### config.mk
export PLATFORM = sky130hd
export DESIGN_NAME = i2csc_start_ctrl
export DESIGN_NICKNAME = d
export VERILOG_FILES = /design/src/core/i2csc_start_ctrl.v
export VERILOG_INCLUDE_DIRS = /design/src /design/src/shared
export SDC_FILE = /design/constraint.sdc
export NUM_CORES = 1
export LEC_CHECK = 0
export ABC_AREA = 1
export BUFFER_PORTS_ARGS = -buffer_cell sky130_fd_sc_hd__buf_4
export CAP_MARGIN = 20
export CELL_PAD_IN_SITES_DETAIL_PLACEMENT = 2
export CELL_PAD_IN_SITES_GLOBAL_PLACEMENT = 2
export CORE_MARGIN = 2
export CORE_UTILIZATION = 27
export DETAILED_ROUTE_END_ITERATION = 10
export GPL_TIMING_DRIVEN = 0
export PLACE_DENSITY = 0.81
export SLEW_MARGIN = 10
export SYNTH_ARGS = -nofsm -noshare
export SYNTH_HDL_FRONTEND = slang
export SYNTH_SLANG_ARGS = --single-unit
### constraint.sdc
create_clock -name sys_clk -period 3.32 [get_ports sys_clk]
set_input_delay 0.332 -clock sys_clk [delete_from_list [all_inputs] [get_ports sys_clk]]
set_output_delay 0.332 -clock sys_clk [all_outputs]
set_load 0.005 [all_outputs]
### src/shared/i2csc_defines.vh
// Constants for the I2C start-condition control block.
`ifndef I2CSC_DEFINES_VH
`define I2CSC_DEFINES_VH

// Register byte offsets.
`define I2CSC_OFF_CTRL 12'h000
`define I2CSC_OFF_FLAG 12'h004
`define I2CSC_OFF_IRQ_STAT 12'h008
`define I2CSC_OFF_IRQ_MASK 12'h00C

// Control register bit positions.
`define I2CSC_CTRL_ENABLE 7
`define I2CSC_CTRL_EXIT 6
`define I2CSC_CTRL_ACK_EN 2
`define I2CSC_CTRL_START 1
`define I2CSC_CTRL_STOP 0

// Flag register bit positions.
`define I2CSC_FLAG_REFUSED 7
`define I2CSC_FLAG_BUSY 6
`define I2CSC_FLAG_RSV_DIS 0

// Interrupt status bit positions and width.
`define I2CSC_IRQ_DONE 0
`define I2CSC_IRQ_REFUSED 1
`define I2CSC_IRQ_ARB_LOST 2
`define I2CSC_IRQ_W 3

// Reset values.
`define I2CSC_RST_BYTE 8'h00
`define I2CSC_RST_IRQ 3'h0
`define I2CSC_RST_WORD 32'h0000_0000

// Timing.
`define I2CSC_CLK_NS 40
`define I2CSC_START_HOLD_NS 4000
`define I2CSC_RS_SETUP_NS 4700
// Cycle counts of the two times above at the clock period, sized for the 8-bit counter.
`define I2CSC_HOLD_CYC 8'h64
`define I2CSC_SETUP_CYC 8'h76
`define I2CSC_CNT_ZERO 8'h00
`define I2CSC_CNT_ONE 8'h01

`endif

### src/core/i2csc_start_ctrl.v
// Start-condition trigger control of an I2C controller with an APB register port.
`timescale 1ns/100ps
`include "i2csc_defines.vh"
module i2csc_start_ctrl
(
   // Clock and reset.
   input wire sys_clk,
   input wire sys_rst,
   // APB slave.
   input wire psel,
   input wire penable,
   input wire pwrite,
   input wire [11:0] paddr,
   input wire [31:0] pwdata,
   output reg [31:0] prdata,
   output reg pready,
   output reg pslverr,
   // I2C pins, open drain.
   input wire scl_in,
   output reg scl_out,
   output reg scl_oe,
   input wire sda_in,
   output reg sda_out,
   output reg sda_oe,
   // Byte engine status, same clock.
   input wire addr_phase,
   input wire ext_code,
   input wire slave_addr_match,
   input wire ack_slot,
   // Interrupt.
   output reg irq
);

   localparam [4:0] ST_IDLE = 5'b00001;
   localparam [4:0] ST_START = 5'b00010;
   localparam [4:0] ST_WAIT = 5'b00100;
   localparam [4:0] ST_RS_REL = 5'b01000;
   localparam [4:0] ST_RS_SCL = 5'b10000;
   localparam [7:0] HOLD_CYC = `I2CSC_HOLD_CYC;
   localparam [7:0] SETUP_CYC = `I2CSC_SETUP_CYC;

   reg scl_m;
   reg scl_s;
   reg sda_m;
   reg sda_s;
   reg scl_d;
   reg sda_d;
   reg [4:0] state;
   reg [7:0] cnt;
   reg ctrl_enable;
   reg ack_enable;
   reg start_trigger;
   reg reservation_disable;
   reg start_refused_flag;
   reg bus_busy;
   reg [`I2CSC_IRQ_W-1:0] irq_stat;
   reg [`I2CSC_IRQ_W-1:0] irq_mask;
   reg ack_drive;
   reg [4:0] next_state;
   reg [7:0] next_cnt;
   reg next_trigger_clr;
   reg next_done;
   reg next_refused;
   reg next_arb_lost;
   reg next_scl_oe;
   reg next_sda_oe;
   reg [31:0] next_rdata;
   reg next_slverr;
   wire acc;
   wire wr;
   wire wr_ctrl;
   wire wr_exit;
   wire wr_start;
   wire bus_start;
   wire bus_stop;
   wire cnt_done;
   wire [`I2CSC_IRQ_W-1:0] irq_events;

   assign acc = psel & penable & pready;
   assign wr = acc & pwrite;
   assign wr_ctrl = wr & (paddr == `I2CSC_OFF_CTRL);
   assign wr_exit = wr_ctrl & pwdata[`I2CSC_CTRL_EXIT];
   assign wr_start = wr_ctrl & pwdata[`I2CSC_CTRL_START] & pwdata[`I2CSC_CTRL_ENABLE];
   assign bus_start = scl_s & scl_d & sda_d & ~sda_s;
   assign bus_stop = scl_s & scl_d & ~sda_d & sda_s;
   assign cnt_done = (cnt == `I2CSC_CNT_ZERO);
   assign irq_events = {next_arb_lost, next_refused, next_done} &
      {`I2CSC_IRQ_W{ctrl_enable & ~wr_exit}};

   // Pin synchronisers and edge history.
   always @(posedge sys_clk)
   begin
      if (sys_rst)
      begin
         scl_m <= 1'b1;
         scl_s <= 1'b1;
         sda_m <= 1'b1;
         sda_s <= 1'b1;
         scl_d <= 1'b1;
         sda_d <= 1'b1;
      end
      else
      begin
         scl_m <= scl_in;
         scl_s <= scl_m;
         sda_m <= sda_in;
         sda_s <= sda_m;
         scl_d <= scl_s;
         sda_d <= sda_s;
      end
   end

   // Start sequencer.
   always @*
   begin
      next_state = state;
      next_cnt = cnt;
      next_trigger_clr = 1'b0;
      next_done = 1'b0;
      next_refused = 1'b0;
      next_arb_lost = 1'b0;
      next_scl_oe = scl_oe;
      next_sda_oe = 1'b0;
      case (state)
         ST_IDLE:
         begin
            next_scl_oe = 1'b0;
            next_sda_oe = ack_drive;
            if (start_trigger & ~bus_busy & scl_s & sda_s)
            begin
               next_state = ST_START;
               next_sda_oe = 1'b1;
               next_cnt = HOLD_CYC - `I2CSC_CNT_ONE;
            end
            else if (start_trigger & bus_busy & reservation_disable)
            begin
               next_trigger_clr = 1'b1;
               next_refused = 1'b1;
            end
         end
         ST_START:
         begin
            next_sda_oe = 1'b1;
            if (~scl_s)
            begin
               next_state = ST_IDLE;
               next_trigger_clr = 1'b1;
               next_arb_lost = 1'b1;
               next_sda_oe = 1'b0;
            end
            else if (cnt_done)
            begin
               next_state = ST_WAIT;
               next_scl_oe = 1'b1;
               next_trigger_clr = 1'b1;
               next_done = 1'b1;
            end
            else
               next_cnt = cnt - `I2CSC_CNT_ONE;
         end
         ST_WAIT:
         begin
            next_scl_oe = 1'b1;
            next_sda_oe = 1'b1;
            if (start_trigger)
            begin
               next_state = ST_RS_REL;
               next_sda_oe = 1'b0;
               next_cnt = SETUP_CYC - `I2CSC_CNT_ONE;
            end
         end
         ST_RS_REL:
         begin
            next_scl_oe = 1'b1;
            if (cnt_done)
            begin
               next_state = ST_RS_SCL;
               next_scl_oe = 1'b0;
               next_cnt = SETUP_CYC - `I2CSC_CNT_ONE;
            end
            else
               next_cnt = cnt - `I2CSC_CNT_ONE;
         end
         ST_RS_SCL:
         begin
            next_scl_oe = 1'b0;
            if (scl_s & ~sda_s)
            begin
               next_state = ST_IDLE;
               next_trigger_clr = 1'b1;
               next_arb_lost = 1'b1;
            end
            else if (~scl_s)
               next_cnt = SETUP_CYC - `I2CSC_CNT_ONE;
            else if (cnt_done)
            begin
               next_state = ST_START;
               next_sda_oe = 1'b1;
               next_cnt = HOLD_CYC - `I2CSC_CNT_ONE;
            end
            else
               next_cnt = cnt - `I2CSC_CNT_ONE;
         end
         default:
         begin
            next_state = ST_IDLE;
            next_scl_oe = 1'b0;
         end
      endcase
   end

   // State, pins and trigger.
   always @(posedge sys_clk)
   begin
      if (sys_rst | ~ctrl_enable | wr_exit)
      begin
         state <= ST_IDLE;
         cnt <= `I2CSC_CNT_ZERO;
         scl_oe <= 1'b0;
         sda_oe <= 1'b0;
         start_trigger <= 1'b0;
      end
      else
      begin
         state <= next_state;
         cnt <= next_cnt;
         scl_oe <= next_scl_oe;
         sda_oe <= next_sda_oe;
         if (wr_start & ~pwdata[`I2CSC_CTRL_EXIT])
            start_trigger <= 1'b1;
         else if (next_trigger_clr)
            start_trigger <= 1'b0;
      end
   end

   // Bus busy tracking and acknowledge drive.
   always @(posedge sys_clk)
   begin
      if (sys_rst | ~ctrl_enable)
      begin
         bus_busy <= 1'b0;
         ack_drive <= 1'b0;
         scl_out <= 1'b0;
         sda_out <= 1'b0;
      end
      else
      begin
         scl_out <= 1'b0;
         sda_out <= 1'b0;
         if (bus_start)
            bus_busy <= 1'b1;
         else if (bus_stop)
            bus_busy <= 1'b0;
         ack_drive <= ack_slot & (slave_addr_match | (ack_enable & ~addr_phase & ext_code));
      end
   end

   // Control and flag registers.
   always @(posedge sys_clk)
   begin
      if (sys_rst)
      begin
         ctrl_enable <= 1'b0;
         ack_enable <= 1'b0;
         reservation_disable <= 1'b0;
         start_refused_flag <= 1'b0;
      end
      else
      begin
         if (wr_ctrl)
         begin
            ctrl_enable <= pwdata[`I2CSC_CTRL_ENABLE];
            ack_enable <= pwdata[`I2CSC_CTRL_ACK_EN];
         end
         if (wr & (paddr == `I2CSC_OFF_FLAG))
            reservation_disable <= pwdata[`I2CSC_FLAG_RSV_DIS];
         if (next_refused & ctrl_enable & ~wr_exit)
            start_refused_flag <= 1'b1;
         else if (wr_start | ~ctrl_enable)
            start_refused_flag <= 1'b0;
      end
   end

   // Interrupt status and mask.
   always @(posedge sys_clk)
   begin
      if (sys_rst)
      begin
         irq_stat <= `I2CSC_RST_IRQ;
         irq_mask <= `I2CSC_RST_IRQ;
         irq <= 1'b0;
      end
      else
      begin
         if (wr & (paddr == `I2CSC_OFF_IRQ_STAT))
            irq_stat <= (irq_stat & ~pwdata[`I2CSC_IRQ_W-1:0]) | irq_events;
         else
            irq_stat <= irq_stat | irq_events;
         if (wr & (paddr == `I2CSC_OFF_IRQ_MASK))
            irq_mask <= pwdata[`I2CSC_IRQ_W-1:0];
         irq <= |(irq_stat & irq_mask);
      end
   end

   // Read mux.
   always @*
   begin
      next_rdata = `I2CSC_RST_WORD;
      next_slverr = 1'b0;
      case (paddr)
         `I2CSC_OFF_CTRL:
         begin
            next_rdata[`I2CSC_CTRL_ENABLE] = ctrl_enable;
            next_rdata[`I2CSC_CTRL_ACK_EN] = ack_enable;
            next_rdata[`I2CSC_CTRL_START] = 1'b0;
         end
         `I2CSC_OFF_FLAG:
         begin
            next_rdata[`I2CSC_FLAG_REFUSED] = start_refused_flag;
            next_rdata[`I2CSC_FLAG_BUSY] = bus_busy;
            next_rdata[`I2CSC_FLAG_RSV_DIS] = reservation_disable;
         end
         `I2CSC_OFF_IRQ_STAT:
            next_rdata[`I2CSC_IRQ_W-1:0] = irq_stat;
         `I2CSC_OFF_IRQ_MASK:
            next_rdata[`I2CSC_IRQ_W-1:0] = irq_mask;
         default:
            next_slverr = 1'b1;
      endcase
   end

   // APB answer with one wait state.
   always @(posedge sys_clk)
   begin
      if (sys_rst)
      begin
         pready <= 1'b0;
         pslverr <= 1'b0;
         prdata <= `I2CSC_RST_WORD;
      end
      else
      begin
         pready <= psel & penable & ~pready;
         pslverr <= psel & penable & ~pready & next_slverr;
         prdata <= (psel & penable & ~pready & ~pwrite) ? next_rdata : `I2CSC_RST_WORD;
      end
   end

endmodule // i2csc_start_ctrl

==> results of run 1 <==
metal layers:
| layer | share of wire | vias to the layer above | global-route usage |
|---|---|---|---|
| met5 | 0 | - | 0 |
| met4 | 0.0077 | 0 | 0.0285 |
| met3 | 0.029 | 8 | 0.0326 |
| met2 | 0.52 | 32 | 0.310 |
| met1 | 0.44 | 1249 | 0.195 |
| li1 | - | 1290 | - |
layout by cell type (no fill, tap or decap), types with 2 or more instances in the layout:
| cell type | n |
|---|---|
| nand2_1 | 85 |
| buf_4 | 67 |
| nor2_1 | 52 |
| inv_1 | 50 |
| dfxtp_1 | 42 |
| conb_1 | 29 |
| nand3_1 | 19 |
| o21ai_0 | 16 |
| a21oi_1 | 16 |
| nor3_1 | 11 |
| nand4_1 | 9 |
| nand2_2 | 9 |
| nor2_2 | 7 |
| inv_2 | 6 |
| nor2_4 | 5 |
| or2_2 | 5 |
| clkbuf_8 | 5 |
| nand3_2 | 4 |
| o21ai_1 | 4 |
| o22ai_1 | 2 |
| xor2_1 | 2 |
| clkbuf_1 | 2 |
power breakdown:
| group | switching, mW | total (mW) | internal [mW] |
|---|---|---|---|
| Clock | 0.196 | 0.345 | 0.149 |
| Combinational | 0.0355 | 0.0842 | 0.0488 |
| Sequential | 0.00286 | 0.510 | 0.507 |
| Total | 0.234 | 0.939 | 0.705 |
worst reg2reg max path, cell delays in order (launching register included):
cell     delay [ns]
dfxtp_1        0.30
inv_1          0.12
ha_1           0.22
nand2_1        0.10
nor2_1         0.16
nand2_2        0.16
nor2_2         0.19
inv_2          0.10
nand3_4        0.17
nor2_1         0.06
nor2_1         0.11
nor2_2         0.04
per-stage QoR:
step | util | power [mW] | setup WS (ns) | hold slack [ns]
finish | 0.343 | 0.939 | 1.50 | 0.212
global route | 0.343 | 0.989 | 1.30 | 0.203
CTS | 0.343 | 0.951 | 1.46 | 0.205
detailed placement | 0.333 | 0.604 | 1.48 | 0.399
global placement | 0.333 | 0.602 | 1.56 | 0.395
floorplan | - | 0.568 | 1.85 | 0.389
cells by family after synthesis:
kind of cell | share of synthesized area
compound gates | 0.0955
xor+xnor | 0.00693
flops | 0.333
fa+ha+maj | 0.00495
simple gates | 0.385
buf+inv | 0.174
other cells | 0.00148
sequential cells by signal, indices dropped and copies added (netlist names), 3 cells and up:
name / count
prdata: 5
irq_stat: 3
irq_mask: 3
state: 5
cnt: 8
worst paths after layout:
path | to | slack, ns | cells past startpoint
hold reg to reg | scl_s | 0.41 | 1
setup reg to reg | cnt[7] | 1.50 | 11
hold / removal | scl_m | 0.21 | 2
setup / recovery | cnt[7] | 1.50 | 11
area by class of cell:
class | instances | area (sq um) | area share
flip-flops and latches | 42 | 841 | 0.268
plain buffers | 31 | 229 | 0.0730
multi-input cells | 284 | 1350 | 0.432
inverters | 56 | 210 | 0.0670
repair buffers | 37 | 278 | 0.0886
clock buffers | 6 | 72.6 | 0.0231
well taps | 111 | 139 | 0.0443
clock inverters | 2 | 13.8 | 0.00439
==> results.yml, run 1 <==
run_status:
  outcome: "complete, no violations"
cts:
  cts_htree_levels: 2
  insertion_delay_ns: 0.31
  clockRootBuffer: "clkbuf_8"
  ctsResizeCount: 0
  cts_setup_buffers: 0
  cts_sinks: 42
  cts_tree: "built"
  clk_pin_slew_worst_paths_ns: 0.09
  cts_buffer_depth: 2
  numCtsBuffers: 5
  holdBufCountCts: 0
critical_path:
  critPathTopFamily: "simple AND/OR/NAND/NOR gates"
  path_cells: "inv_1, ha_1, nand2_1, nor2_1, nand2_2, nor2_2, inv_2, nand3_4, nor2_1, nor2_1, nor2_2"
  slowest_delay_ns: 0.30
  cp-start-kind: "flop"
  critPathCaptureType: "flop"
  cp.arrival_ns: 2.03
  required_ns: 3.53
  crit_slowest_cell: "dfxtp_1"
  r2r_start: "cnt[0]"
  cpMostUsedCell: "nor2_1"
  cp-startpoint: "cnt[0]"
  timing_worst_setup_path_type: "reg -> reg"
  critPathBufInv: 2
  critPathMaxFanout: 10
timing:
  hold_violations: 0
  rsz0062_at_grt: "no"
  drv_slew: 0
  period_share: 0.549
  max_freq_ghz: 0.548
  finalSetupViolCount: 0
  period_needed_ns: 1.82
  fin_setup_tns_ns: 0
  finClkSkew_ns: 0.00925
place:
  port_buffers: 37
  gp_congestion: 0.845
  placed_area_sq_um: 3050
  placedCellCount: 561
  dp_hpwl_um: 6680
global_route:
  grt_pass1_wl_um: 13200
  grt.overflow.total: 0
  grt_antenna_before_repair: 0
  grt_max_degree: 14
  track_usage: 0.165
  grt_pass1_vias: 2797
layout:
  stdcell_count: 569
  antennaDiodeCount: 0
  fillers: 1146
  fin_nets: 513
  final_area_sq_um: 3140
  syn_to_final_growth_pct: 24.0
  drive_gt1_frac: 0.242
detailed_routing:
  wl_per_cell_um: 14.0
  drc_errors: 0
  drtPass1Iterations: 4
  ant_nets: 0
  finalWirelength_um: 7960
  route.vias.total: 2579
  drt_iter0_drc: 53
  routed_via_density: 4.53
die:
  start_util: 0.276
  fp.dieH_um: 101
  core_sq_um: 9150
  ios: 94
  dieArea_sq_um: 10200
  rows: 35
  chipWidth_um: 101
synthesis:
  seq_area_frac_synth: 0.333
  syn_area_per_cell_sq_um: 6.57
  synthCells: 385
  ys_ff_latch: 42
  synth_commonest_cells: "85 x nand2_1, 52 x nor2_1, 50 x inv_1"
  yosys_warnings: 0
  netlist_top_cells_area: "dfxtp_1 33%, nand2_1 13%, buf_4 8.9%"
  synth_top_area_share: 0.333
  ys_types: 30
  synth_area_sq_um: 2530
  synthFlopType: "dfxtp_1"
  synth_most_common_cell: "nand2_1"
  async_flop_share: 0
  synth-edff-count: 0
  synth_top_area_cell: "dfxtp_1"
power_and_ir_drop:
  p_leak_nw: 1.54
  vdd_drop_max_uv: 137
  power_density_nw_per_um2: 299
hold_path:
  worstHoldPathType: "in -> reg"
  min_from: "scl_in"
job:
  maxCapViolCount: 0
(Power assumes the default switching activity.)
==> run 2, diff against run 1 <==
--- a/config.mk
+++ b/config.mk
@@ -12,10 +12,10 @@
 export CELL_PAD_IN_SITES_DETAIL_PLACEMENT = 2
 export CELL_PAD_IN_SITES_GLOBAL_PLACEMENT = 2
 export CORE_MARGIN = 2
-export CORE_UTILIZATION = 27
+export CORE_UTILIZATION = 23
 export DETAILED_ROUTE_END_ITERATION = 10
 export GPL_TIMING_DRIVEN = 0
-export PLACE_DENSITY = 0.81
+export PLACE_DENSITY = 0.74
 export SLEW_MARGIN = 10
 export SYNTH_ARGS = -nofsm -noshare
 export SYNTH_HDL_FRONTEND = slang
==> constraint.sdc (replaced) <==
create_clock -name sys_clk -period 1.63 [get_ports sys_clk]
set_input_delay 0.163 -clock sys_clk [delete_from_list [all_inputs] [get_ports sys_clk]]
set_output_delay 0.163 -clock sys_clk [all_outputs]
set_load 0.005 [all_outputs]
==> run 2 against run 1 <==
  * Sequential power is 100% higher
  * Die area increased by 17%
  * Clock skew shrank 0.0048 ns
  * Combinational power up 120%
  * The run now ends with setup timing left
  * Final cell count increased by 9.5%
  * Register-to-register slack got worse by 1.5 ns
  * Critical endpoint is now cnt[6]
  * Sequential share of layout area shrank 2.7 points
  * Clock-buffer cell count fell by 1
==> results.yml, run 2 (synthesis gave the netlist of run 1 again) <==
layout:
  fillers: 1342
  stdcell_count: 623
  largest_reg_flops: 8
  largest-register: "cnt"
  final_area_sq_um: 3580
  drive_gt1_frac: 0.366
  layout_commonest_cell: "buf_4"
  final_cell_mix: "90 x buf_4, 79 x nand2_1, 46 x inv_1, 38 x nor2_1, 32 x dfxtp_1"
  syn_to_final_growth_pct: 41.8
  reg_top3: "cnt (8), prdata (5), state (5)"
  antennaDiodeCount: 0
  multi_input_area_sq_um: 1520
  regArea_sq_um: 863
  fin_nets: 538
global_route:
  track_usage: 0.148
  grt_pass1_vias: 2896
  grt_pass1_wl_um: 13800
  grt_antenna_before_repair: 0
  grt.overflow.total: 0
  grt_max_degree: 15
cts:
  insertion_delay_ns: 0.30
  clockRootBuffer: "clkbuf_8"
  cts_tree: "built"
  holdBufCountCts: 0
  cts_htree_levels: 2
  cts_buffer_depth: 2
  clk_pin_slew_worst_paths_ns: 0.09
  cts_sinks: 42
  numCtsBuffers: 5
die:
  ios: 94
  start_util: 0.234
  dieArea_sq_um: 11800
  core_sq_um: 10800
  fp.dieH_um: 109
  chipWidth_um: 109
  rows: 38
place:
  gp_congestion: 0.853
  dp_slack_ns: -0.150
  dp_hpwl_um: 6540
  placedCellCount: 590
  placed_area_sq_um: 3090
  port_buffers: 37
hold_path:
  worstHoldPathType: "in -> reg"
timing:
  worst_slack_ns: -0.0405
  fin_setup_tns_ns: -0.0793
  drv_slew: 0
  finClkSkew_ns: 0.00447
  period_share: 1.02
  hold_violations: 0
  max_freq_ghz: 0.599
  period_needed_ns: 1.67
  finalSetupViolCount: 2
power_and_ir_drop:
  power_density_nw_per_um2: 585
  p_leak_nw: 1.70
  vdd_drop_max_uv: 293
critical_path:
  slowest_delay_ns: 0.36
  cp-start-kind: "flop"
  critPathCaptureType: "flop"
  timing_worst_setup_path_type: "reg -> reg"
  cpMostUsedCell: "nor2_1"
  path_cells: "nor2_4, buf_4, nand3_1, nand3_2, nand4_1, nor2_1, nor2_1"
  required_ns: 1.83
  cp.arrival_ns: 1.87
  critPathBufInv: 1
  critPathTopFamily: "simple AND/OR/NAND/NOR gates"
  crit_slowest_cell: "dfxtp_2"
  critPathMaxFanout: 5
run_status:
  violations: "setup timing"
  outcome: "complete, but fails checks"
detailed_routing:
  drt_iter0_drc: 48
  drtPass1Iterations: 4
  wl_per_cell_um: 14.6
  routed_via_density: 4.39
  route.vias.total: 2736
  drc_errors: 0
  finalWirelength_um: 9080
  ant_nets: 0
job:
  maxCapViolCount: 0
run 2: path summary, 6_finish.rpt:
| kind | slack, ns | depth (start not counted) | from | end |
|---|---|---|---|---|
| worst min-delay path | 0.04 | 2 | sda_in | sda_m |
| worst max-delay path | -0.04 | 7 | state[3] | cnt[6] |
| worst max register to register | -0.04 | 7 | state[3] | cnt[6] |
| worst min register to register | 0.42 | 1 | scl_m | scl_s |
run 2: metal layers:
metal | routed length [um] | track usage | part of all wire
met1 | 3680 | 0.170 | 0.41
met2 | 4920 | 0.277 | 0.54
met3 | 320 | 0.0257 | 0.035
met4 | 161 | 0.0421 | 0.018
met5 | 0 | 0 | 0
run 2: where the power goes:
group | leakage (nW) | internal [mW] | switching [mW]
combinational | 1.30 | 0.105 | 0.0774
clock | 0.0504 | 0.457 | 0.426
sequential | 0.343 | 1.03 | 0.00520
total | 1.70 | 1.59 | 0.509
run 2: area by class of cell:
type	count	area share
multi-input cells	285	0.425
clock inverters	3	0.0126
clock buffers	5	0.0192
well taps	140	0.0489
flip-flops and latches	42	0.241
inverters	56	0.0611
plain buffers	31	0.0639
repair buffers	61	0.129
run 2: repair_timing:
item | 4_1_cts | 5_1_grt
endpoints found under the setup margin | 13 | 15
setup buffers | 3 | 21
cloned | 1 | 0
gates resized for setup | 18 | 44
pin swaps | 5 | 16
run 2: per-stage QoR:
step / power (mW) / util / hold WS, ns
5_1_grt: 2.19 / 0.332 / 0.0368
6_report: 2.10 / 0.332 / 0.0438
2_1_floorplan: 1.16 / - / 0.267
4_1_cts: 2.12 / 0.304 / 0.0360
3_5_place_dp: 1.23 / 0.286 / 0.357
3_3_place_gp: 1.23 / 0.286 / 0.353
run 2: worst reg2reg max path: cells and delay by family, from the launching register on:
family                 cells  cell delay, ns
AND/OR/NAND/NOR            6            1.04
flip-flops                 1            0.36
buffers and inverters      1            0.17
